===== src/hdl/sidcr_pkg.sv =====
// Shared constants and carriers for the secure id and control register bank
package sidcr_pkg;
  // ==========================================================
  // Register offsets
  localparam logic [15:0] OFF_ID1 = 16'h8004; // Stream id width word
  localparam logic [15:0] OFF_ID2 = 16'h8008; // Query page base word
  localparam logic [15:0] OFF_ID3 = 16'h800c; // Maintenance support word
  localparam logic [15:0] OFF_ID4 = 16'h8010; // Implementation word
  localparam logic [15:0] OFF_CTL = 16'h8020; // Secure control zero
  localparam logic [15:0] OFF_ACK = 16'h8024; // Secure control ack
  // ==========================================================
  // Field positions and widths
  localparam int SIDW_W      = 6;  // Stream id width field
  localparam int QBASE_W     = 10; // Query page base field
  localparam int MAINT_BIT   = 6;  // Maintenance restrict bit
  localparam int STALLD_BIT  = 9;  // Stall disable bit
  localparam int WILD_LSB    = 6;  // Wildcard field low bit
  localparam int WILD_W      = 3;  // Wildcard field width
  localparam int FETCH_BIT   = 5;  // Fetch guard bit
  // ==========================================================
  // Encodings and reset values
  localparam logic [1:0]  STALL_BOTH = 2'h0;       // Stall and terminate
  localparam logic [1:0]  STALL_TERM = 2'h1;       // Terminate only
  localparam logic [2:0]  WILD_EXACT = 3'h0;       // Exact match
  localparam logic [2:0]  WILD_MAX   = 3'h4;       // Widest wildcard
  localparam logic [31:0] CTL_RESET  = 32'h0000_0000;
  localparam logic [31:0] PAGE_OFF   = 32'h0002_0000; // Query page origin
  localparam logic [31:0] PAGE_STEP  = 32'h0001_0000; // Query page stride
  // ==========================================================
  // Carriers
  typedef struct packed {
    logic        valid;  // Access request
    logic        write;  // Write when set
    logic [15:0] addr;   // Byte offset
    logic [31:0] wdata;  // Write data
    logic        secure; // Secure attribute
    logic        root;   // Root attribute
  } sidcr_req_t;
  typedef struct packed {
    logic        valid;  // Answer strobe
    logic [31:0] rdata;  // Read data
  } sidcr_rsp_t;
  typedef struct packed {
    logic valid;      // Check request
    logic sec_stream; // Stream is secure
    logic instr;      // Fetch after attribute override
    logic s1_ns;      // Stage 1 output is non-secure
    logic s1_applied; // Stage 1 really translates
    logic ctx_a;      // Abort on terminate
    logic ctx_r;      // Record faults
    logic ctx_s;      // Stall faults
  } sidcr_fetch_t;
  typedef struct packed {
    logic valid;  // Result strobe
    logic fault;  // Permission fault raised
    logic abort;  // Terminated with abort
    logic stall;  // Transaction stalled
    logic event_; // Permission event logged
    logic cls_in; // Event class is input address
    logic s2;     // Stage 2 indicator
  } sidcr_fres_t;
endpackage : sidcr_pkg


===== src/hdl/sidcr_virtual_machine_tag_match.sv =====
// Virtual machine tag comparator for invalidation and lookup
`timescale 1ns/1ns
module sidcr_tag_match
  import sidcr_pkg::*;
#(
  parameter int TAG_W = 16 // Widest tag
) (
  input  wire logic             ref_clk_i,
  input  wire logic             rst_n_i,
  input  wire logic             wide_vm_tag_support_i,
  input  wire logic [2:0]       vm_tag_wildcard_i,
  input  wire logic             inv_valid_i,
  input  wire logic [TAG_W-1:0] inv_tag_i,
  input  wire logic             lkp_valid_i,
  input  wire logic [TAG_W-1:0] lkp_tag_i,
  input  wire logic [TAG_W-1:0] entry_tag_i,
  output logic                  inv_hit_o,
  output logic                  lkp_hit_o
);
  // ==========================================================
  // Compare masks
  logic [2:0]       ign;      // Low bits ignored
  logic [TAG_W-1:0] inv_mask; // Invalidation mask
  logic [TAG_W-1:0] lkp_mask; // Lookup mask
  logic             next_inv_hit;
  logic             next_lkp_hit;

  // Reserved wildcards behave as exact
  always_comb begin
    ign = (vm_tag_wildcard_i > WILD_MAX) ? WILD_EXACT : vm_tag_wildcard_i;
  end

  // Per bit: upper eight bits set by tag width, low bits by wildcard
  genvar gi;
  generate
    for (gi = 0; gi < TAG_W; gi++) begin : g_mask
      assign lkp_mask[gi] = wide_vm_tag_support_i || (gi < 8);
      assign inv_mask[gi] = lkp_mask[gi] && (gi >= ign);
    end
  endgenerate

  // Lookup never sees the wildcard
  always_comb begin
    next_inv_hit = inv_valid_i && (((inv_tag_i ^ entry_tag_i) & inv_mask) == '0);
    next_lkp_hit = lkp_valid_i && (((lkp_tag_i ^ entry_tag_i) & lkp_mask) == '0);
  end

  // Registered hits
  always_ff @(posedge ref_clk_i) begin
    if (!rst_n_i) begin
      inv_hit_o <= 1'b0;
      lkp_hit_o <= 1'b0;
    end else begin
      inv_hit_o <= next_inv_hit;
      lkp_hit_o <= next_lkp_hit;
    end
  end
endmodule : sidcr_tag_match


===== src/hdl/sidcr_regs.sv =====
// Secure id words, secure control zero, its ack and the fetch guard check
//
// Contract
// Word one low field gives stream id width
// Id words: non-secure reads zero, writes ignored
// Absent secure state makes all read zero
// Word two gives query page base offset
// Query page only with secure, hyp, query
// Maintenance bit: one means secure queue rejects
// Word four holds full implementation value
// Stall disable forces non-secure terminate model
// Otherwise disable reserved, models mirror
// Reserved control bits never reach ack
// Wildcard ignores lowest one to four bits
// Reserved wildcard exact; top bit by width (code gates the upper eight bits by width)
// Wildcard never affects lookup matching
// Guard faults secure fetch to non-secure
// Unit disabled: abort, record no event
// Stage 1 skipped: abort, log if writable
// Stage 1 applied: descriptor decides stall
// Event carries input class, stage two zero
// Software invalidates caches after guard change
// Reset clears disable, guard and wildcard
// Control at 0x8020, gated, read write
// Ack reflects accepted control bits
// Gate evaluated on every single access
`timescale 1ns/1ns
module sidcr_regs
  import sidcr_pkg::*;
#(
  parameter bit          SECURE_PRESENT = 1'b1,         // Secure state built
  parameter bit          VA_QUERY       = 1'b1,         // Query pages built
  parameter bit          SECURE_HYP     = 1'b1,         // Secure hyp level
  parameter bit          ATS_PRESENT    = 1'b1,         // Device caches present
  parameter bit          MAINT_RESTRICT = 1'b0,         // Secure queue rejects
  parameter bit          WILD_SUPPORT   = 1'b1,         // Wildcard built
  parameter logic [5:0]  SID_WIDTH      = 6'h10,        // Stream id bits
  parameter logic [9:0]  QUERY_BASE     = 10'h001,      // Query page index
  parameter logic [31:0] IMPL_WORD      = 32'h0000_0000, // Arbitrary value
  parameter logic [1:0]  SEC_STALL      = 2'h0,         // Secure stall model
  parameter int          TAG_W          = 16            // Tag width
) (
  input  wire logic             ref_clk_i,
  input  wire logic             rst_n_i,
  input  wire sidcr_req_t       req_i,
  output sidcr_rsp_t            rsp_o,
  input  wire logic             translation_unit_enable_i,
  input  wire logic             eventq_writable_i,
  input  wire sidcr_fetch_t     fetch_i,
  output sidcr_fres_t           fres_o,
  input  wire logic             wide_vm_tag_support_i,
  input  wire logic             inv_valid_i,
  input  wire logic [TAG_W-1:0] inv_tag_i,
  input  wire logic             lkp_valid_i,
  input  wire logic [TAG_W-1:0] lkp_tag_i,
  input  wire logic [TAG_W-1:0] entry_tag_i,
  output logic                  inv_hit_o,
  output logic                  lkp_hit_o,
  output logic [1:0]            ns_stall_model_o,
  output logic                  secure_query_page_o,
  output logic [31:0]           query_page_off_o
);
  // ==========================================================
  // Helpers
  // Address hit for one register
  function automatic logic hit(input logic [15:0] a, input logic [15:0] off);
    return a == off;
  endfunction : hit

  // Secure or root access that may see the bank
  function automatic logic gate_ok(input sidcr_req_t r);
    return SECURE_PRESENT && (r.secure || r.root);
  endfunction : gate_ok

  // ==========================================================
  // Constant words and masks
  localparam bit STALLD_OK = (SEC_STALL == STALL_BOTH);  // Disable bit real
  localparam bit QPAGE     = SECURE_PRESENT && SECURE_HYP && VA_QUERY;
  localparam logic [31:0] ID1 = {26'h0, SID_WIDTH};
  localparam logic [31:0] ID2 = VA_QUERY ? {22'h0, QUERY_BASE} : 32'h0;
  localparam logic [31:0] ID3 = {25'h0, ATS_PRESENT && MAINT_RESTRICT, 6'h0};
  localparam logic [31:0] ID4 = IMPL_WORD;
  // Writable bits of control zero
  localparam logic [31:0] CTL_MASK =
    ({31'h0, STALLD_OK} << STALLD_BIT)
    | ({29'h0, {3{WILD_SUPPORT}}} << WILD_LSB)
    | (32'h0000_0001 << FETCH_BIT);

  // ==========================================================
  // Control register state
  logic [31:0] ctl;      // Secure control zero
  logic [31:0] ack;      // Ack copy
  logic [31:0] next_ctl;
  logic [31:0] next_ack;
  logic        wr_ok;    // Accepted control write

  // Writes land only when gated in
  always_comb begin
    wr_ok    = req_i.valid && req_i.write && gate_ok(req_i)
               && hit(req_i.addr, OFF_CTL);
    next_ctl = wr_ok ? (req_i.wdata & CTL_MASK) : ctl;
    next_ack = ctl & CTL_MASK;
  end

  // Both clear at reset
  always_ff @(posedge ref_clk_i) begin
    if (!rst_n_i) begin
      ctl <= CTL_RESET;
      ack <= CTL_RESET;
    end else begin
      ctl <= next_ctl;
      ack <= next_ack;
    end
  end

  // ==========================================================
  // Read path, one cycle answer for reads and writes
  sidcr_rsp_t next_rsp;
  logic [31:0] rd;  // Selected word

  // Id words are never written; writes just answer
  always_comb begin
    rd = 32'h0;
    if (gate_ok(req_i)) begin
      if (hit(req_i.addr, OFF_ID1))      rd = ID1;
      else if (hit(req_i.addr, OFF_ID2)) rd = ID2;
      else if (hit(req_i.addr, OFF_ID3)) rd = ID3;
      else if (hit(req_i.addr, OFF_ID4)) rd = ID4;
      else if (hit(req_i.addr, OFF_CTL)) rd = ctl;
      else if (hit(req_i.addr, OFF_ACK)) rd = ack;
      else                               rd = 32'h0;
    end
    next_rsp.valid = req_i.valid;
    next_rsp.rdata = (req_i.valid && !req_i.write) ? rd : 32'h0;
  end

  // Answer register
  always_ff @(posedge ref_clk_i) begin
    if (!rst_n_i) begin
      rsp_o <= '0;
    end else begin
      rsp_o <= next_rsp;
    end
  end

  // ==========================================================
  // Derived status: stall model and query page
  logic [1:0]  next_model;
  logic [31:0] next_qoff;

  // Disable only counts when the secure side supports both models
  always_comb begin
    if (STALLD_OK && ctl[STALLD_BIT]) begin
      next_model = STALL_TERM;
    end else begin
      next_model = SEC_STALL;
    end
    next_qoff = PAGE_OFF + (32'(QUERY_BASE) * PAGE_STEP);
  end

  // Status registers
  always_ff @(posedge ref_clk_i) begin
    if (!rst_n_i) begin
      ns_stall_model_o    <= STALL_BOTH;
      secure_query_page_o <= 1'b0;
      query_page_off_o    <= 32'h0;
    end else begin
      ns_stall_model_o    <= next_model;
      secure_query_page_o <= QPAGE;
      query_page_off_o    <= QPAGE ? next_qoff : 32'h0;
    end
  end

  // ==========================================================
  // Fetch guard check
  sidcr_fres_t next_fres;
  logic        trip;  // Guard condition met

  // Stage 1 decides only when it truly translates; events need a writable queue.
  // A cached guard value is software's problem to invalidate.  R19
  always_comb begin
    trip = fetch_i.valid && fetch_i.sec_stream && fetch_i.instr && fetch_i.s1_ns
           && ctl[FETCH_BIT] && SECURE_PRESENT;
    next_fres        = '0;
    next_fres.valid  = fetch_i.valid;
    next_fres.fault  = trip;
    if (trip) begin
      if (!translation_unit_enable_i) begin
        next_fres.abort = 1'b1;
      end else if (!fetch_i.s1_applied) begin
        next_fres.abort  = 1'b1;
        next_fres.event_ = eventq_writable_i;
      end else begin
        next_fres.stall  = fetch_i.ctx_s;
        next_fres.abort  = !fetch_i.ctx_s && fetch_i.ctx_a;
        next_fres.event_ = eventq_writable_i && (fetch_i.ctx_s || fetch_i.ctx_r);
      end
      next_fres.cls_in = next_fres.event_;
      next_fres.s2     = 1'b0;
    end
  end

  // Result register
  always_ff @(posedge ref_clk_i) begin
    if (!rst_n_i) begin
      fres_o <= '0;
    end else begin
      fres_o <= next_fres;
    end
  end

  // ==========================================================
  // Invalidation and lookup tag matching
  sidcr_tag_match #(
    .TAG_W(TAG_W)
  ) u_match (
    .ref_clk_i             (ref_clk_i),
    .rst_n_i               (rst_n_i),
    .wide_vm_tag_support_i (wide_vm_tag_support_i),
    .vm_tag_wildcard_i     (ctl[WILD_LSB +: WILD_W]),
    .inv_valid_i           (inv_valid_i),
    .inv_tag_i             (inv_tag_i),
    .lkp_valid_i           (lkp_valid_i),
    .lkp_tag_i             (lkp_tag_i),
    .entry_tag_i           (entry_tag_i),
    .inv_hit_o             (inv_hit_o),
    .lkp_hit_o             (lkp_hit_o)
  );
endmodule : sidcr_regs


===== config.mk =====
export PLATFORM = sky130hd
export DESIGN_NAME = sidcr_regs
export DESIGN_NICKNAME = d
export VERILOG_FILES = /design/src/hdl/sidcr_pkg.sv /design/src/hdl/sidcr_virtual_machine_tag_match.sv /design/src/hdl/sidcr_regs.sv
export SDC_FILE = /design/constraint.sdc
export NUM_CORES = 1
export LEC_CHECK = 0
export BUFFER_PORTS_ARGS = -buffer_cell sky130_fd_sc_hd__buf_2
export CAP_MARGIN = 10
export CORE_AREA = 3 3 75 77
export DETAILED_ROUTE_END_ITERATION = 16
export DIE_AREA = 0 0 78 80
export PLACE_DENSITY = 0.86
export SLEW_MARGIN = 20
export SYNTH_ARGS = -nofsm -noshare
export SYNTH_HDL_FRONTEND = slang
export SYNTH_SLANG_ARGS = --single-unit

===== constraint.sdc =====
create_clock -name ref_clk_i -period 1.97 [get_ports ref_clk_i]
set_clock_uncertainty 0.15 [all_clocks]
set_input_delay 0.197 -clock ref_clk_i [delete_from_list [all_inputs] [get_ports ref_clk_i]]
set_output_delay 0.197 -clock ref_clk_i [all_outputs]
set_load 0.05 [all_outputs]

==> impl_metrics.tcl <==
set metrics [dict create \
    layout_commonest_cell "buf_2" \
    die_y_um 80 \
    areaGrowthSynthToFinish_pct 29.0 \
    status "complete, no violations" \
    yosys_warnings 0 \
    path_max_fanout 5 \
    post-route-period-util_pct 83.6 \
    powerDensity_nw_per_um2 635 \
    reg2reg_from "ctl[5]" \
    wirelength_mm 4.30 \
    grt_pass1_wl_mm 6.21 \
    drc 0 \
    num_vias 1532 \
    irDropWorstVdd_mv 0.228 \
    dr.pass1.iters 4 \
    nNetsFinal 426 \
    hold_viol_final 0 \
    wl_per_cell_um 11.3 \
    detailedRoute.firstIterationViolations 45 \
    setup_ws_ns 0.323 \
    met1Wirelength_mm 1.39 \
    antenna_cells 0 \
    clock_latency_ns 0.26 \
    clk_root_buffer_cell "clkbuf_8" \
    timing.rr.end "fres_o[1]" \
    core_um2 5070 \
    synth-seq-cells 26 \
    critical_path_class "input port to flip-flop" \
    fmax_mhz 607 \
    drive_gt1_share_pct 37.1 \
    dp_hpwl_mm 3.70 \
    n_fill_cell 526 \
    crit_end "ctl[7]" \
    io_pins 192 \
    post-place-ws_ns 0.115 \
    reg2regPathDepth 3 \
    cp-start-kind "input port" \
    ant_nets 0 \
    die_area_um2 6240 \
    rrSetupSlack_ns 0.73 \
    dr_wl_met2_mm 2.40 \
    globalRouteTotalUtil_pct 12.4 \
    grt_max_degree 18 \
    p_leak_nw 1.22 \
    port_buffers 107 \
    synth.avg_cell_area_um2 8.77 \
    hold_path.class "input port to flip-flop" \
    min_period_ns 1.65 \
    maxUsedRoutingLayer "met4" \
    viasPerCell 4.03 \
    cp.required_ns 1.97 \
    netlist_instances 199 \
    synth_cell_types 27 \
    cp-startpoint "req_i[37]" \
    first_global_vias 1477 \
    row_count 26 \
    cp-end-kind "flip-flop" \
    synth-seq-area-share_pct 29.8 \
    cts-htree-levels 1 \
    start_util_pct 34.4 \
    rsz0062_at_grt "no" \
    cts_max_path_buffers 2 \
    grt-ovfl-total 0 \
    cts_tree "yes" \
    syn_area_um2 1750 \
    cts-buffers-inserted 3 \
    antenna_found_initial 0 \
    multi_input_area_um2 940 \
    finalSetupTns_ns 0 \
    finalWeightedCongestion 0.837 \
    mostFrequentLayoutCells "buf_2, conb_1, dfxtp_1, xnor2_1, nand2_1" \
    path_clk_slew_ns 0.08 \
    die_w_um 78 \
    ctsResizeCount 0 \
    register_area_um2 520 \
    setup_violations 0 \
    worstPathArrival_ns 1.65 \
    wl_met3_um 452 \
    max_cap_violations 0 \
    cts_num_sinks 26 \
    slew_violations 0 \
]
[routing by layer]
layer | GRT usage [%] | up-vias
met5 | 0 | -
li1 | - | 755
met4 | 4.20 | 0
met1 | 11.2 | 675
met3 | 1.24 | 6
met2 | 27.4 | 96
[worst max-delay path, cell delays in order]
cell	delay [ns]
dlygate4sd3_1	0.53
buf_2	0.15
nor4bb_1	0.35
nand3_2	0.25
mux2i_1	0.17
[sequential cells by signal, summed over array words and instances, names as in the netlist]
name / flops
u_match.lkp_hit_o: 1
ack: 5
query_page_off_o: 1
ctl: 5
fres_o: 5
rsp_o: 8
u_match.inv_hit_o: 1
[report_power, final]
part / switching [W] / internal (W) / leakage, nW
Combinational: 0.000348 / 0.000125 / 0.971
Clock: 0.000157 / 0.000271 / 0.0357
Sequential: 0.00000104 / 0.000528 / 0.210
[Yosys cell counts (all sizes together)]
cell type	number	area share, %
o21ai	2	0.57
a31oi	2	0.72
nor3b	3	1.3
mux2i	10	5.7
buf	61	26
nand3	7	2.3
o211ai	2	0.86
nand2	15	3.2
and3	1	0.36
inv	8	1.7
xnor2	21	11
a2111oi	1	0.50
a211oi	1	0.43
or3	3	1.1
conb	1	0.21
dfxtp	26	30
clkbuf	2	0.43
and2	1	0.36
or4	1	0.65
nand2b	2	0.72
nor2	7	1.5
nand4	4	1.4
nor4bb	2	1.1
nor4	5	2.7
xor2	11	5.5
[stage by stage]
stage / cells / hold slack, ns / power [W] / util (%) / instance area, um2
global placement: 370 / 0.254 / 0.000995 / 41.8 / 2120
global route: 380 / 0.0156 / 0.00150 / 44.4 / 2250
finish: 380 / 0.00973 / 0.00143 / 44.4 / 2250
CTS: 380 / 0.00303 / 0.00144 / 44.4 / 2250
detailed placement: 370 / 0.258 / 0.00100 / 41.8 / 2120
floorplan: 255 / 0.0747 / 0.000970 / - / 1960
[kinds of logic (layout without fill, tap and decap cells)]
| kind of cell | after synthesis | in the layout | synth area share, % |
|---|---|---|---|
| compound gates | 8 | 8 | 3.08 |
| xor+xnor | 32 | 32 | 16.1 |
| buf+inv | 71 | 126 | 28.4 |
| flops | 26 | 26 | 29.8 |
| mux | 10 | 10 | 5.73 |
| other cells | 1 | 57 | 0.215 |
| simple gates | 51 | 51 | 16.7 |
[worst min-delay path by stage]
stage,startpoint,to,slack [ns],depth (start not counted)
after detailed placement,fetch_i[7],fres_o[6],0.26,3
after floorplan,rst_n_i,query_page_off_o[16],0.07,0
after global placement,fetch_i[7],fres_o[6],0.25,3
after CTS,eventq_writable_i,fres_o[1],0.003,3
final,eventq_writable_i,fres_o[1],0.01,3
after global routing,eventq_writable_i,fres_o[1],0.02,3
[repair_timing]
item                      in CTS  in global routing
setup buffers                  0                  0
hold buffers                   6                  0
hold endpoints to repair       6                  0
[cell type report]
class / instances / area share (%)
Timing Repair Buffer: 114 / 26.8
Sequential cell: 26 / 23.1
Clock buffer: 3 / 1.83
Clock inverter: 1 / 1.33
Inverter: 8 / 1.33
Tap cell: 70 / 3.89
Multi-Input combinational cell: 158 / 41.7
Power figures use the tool's default switching activity.
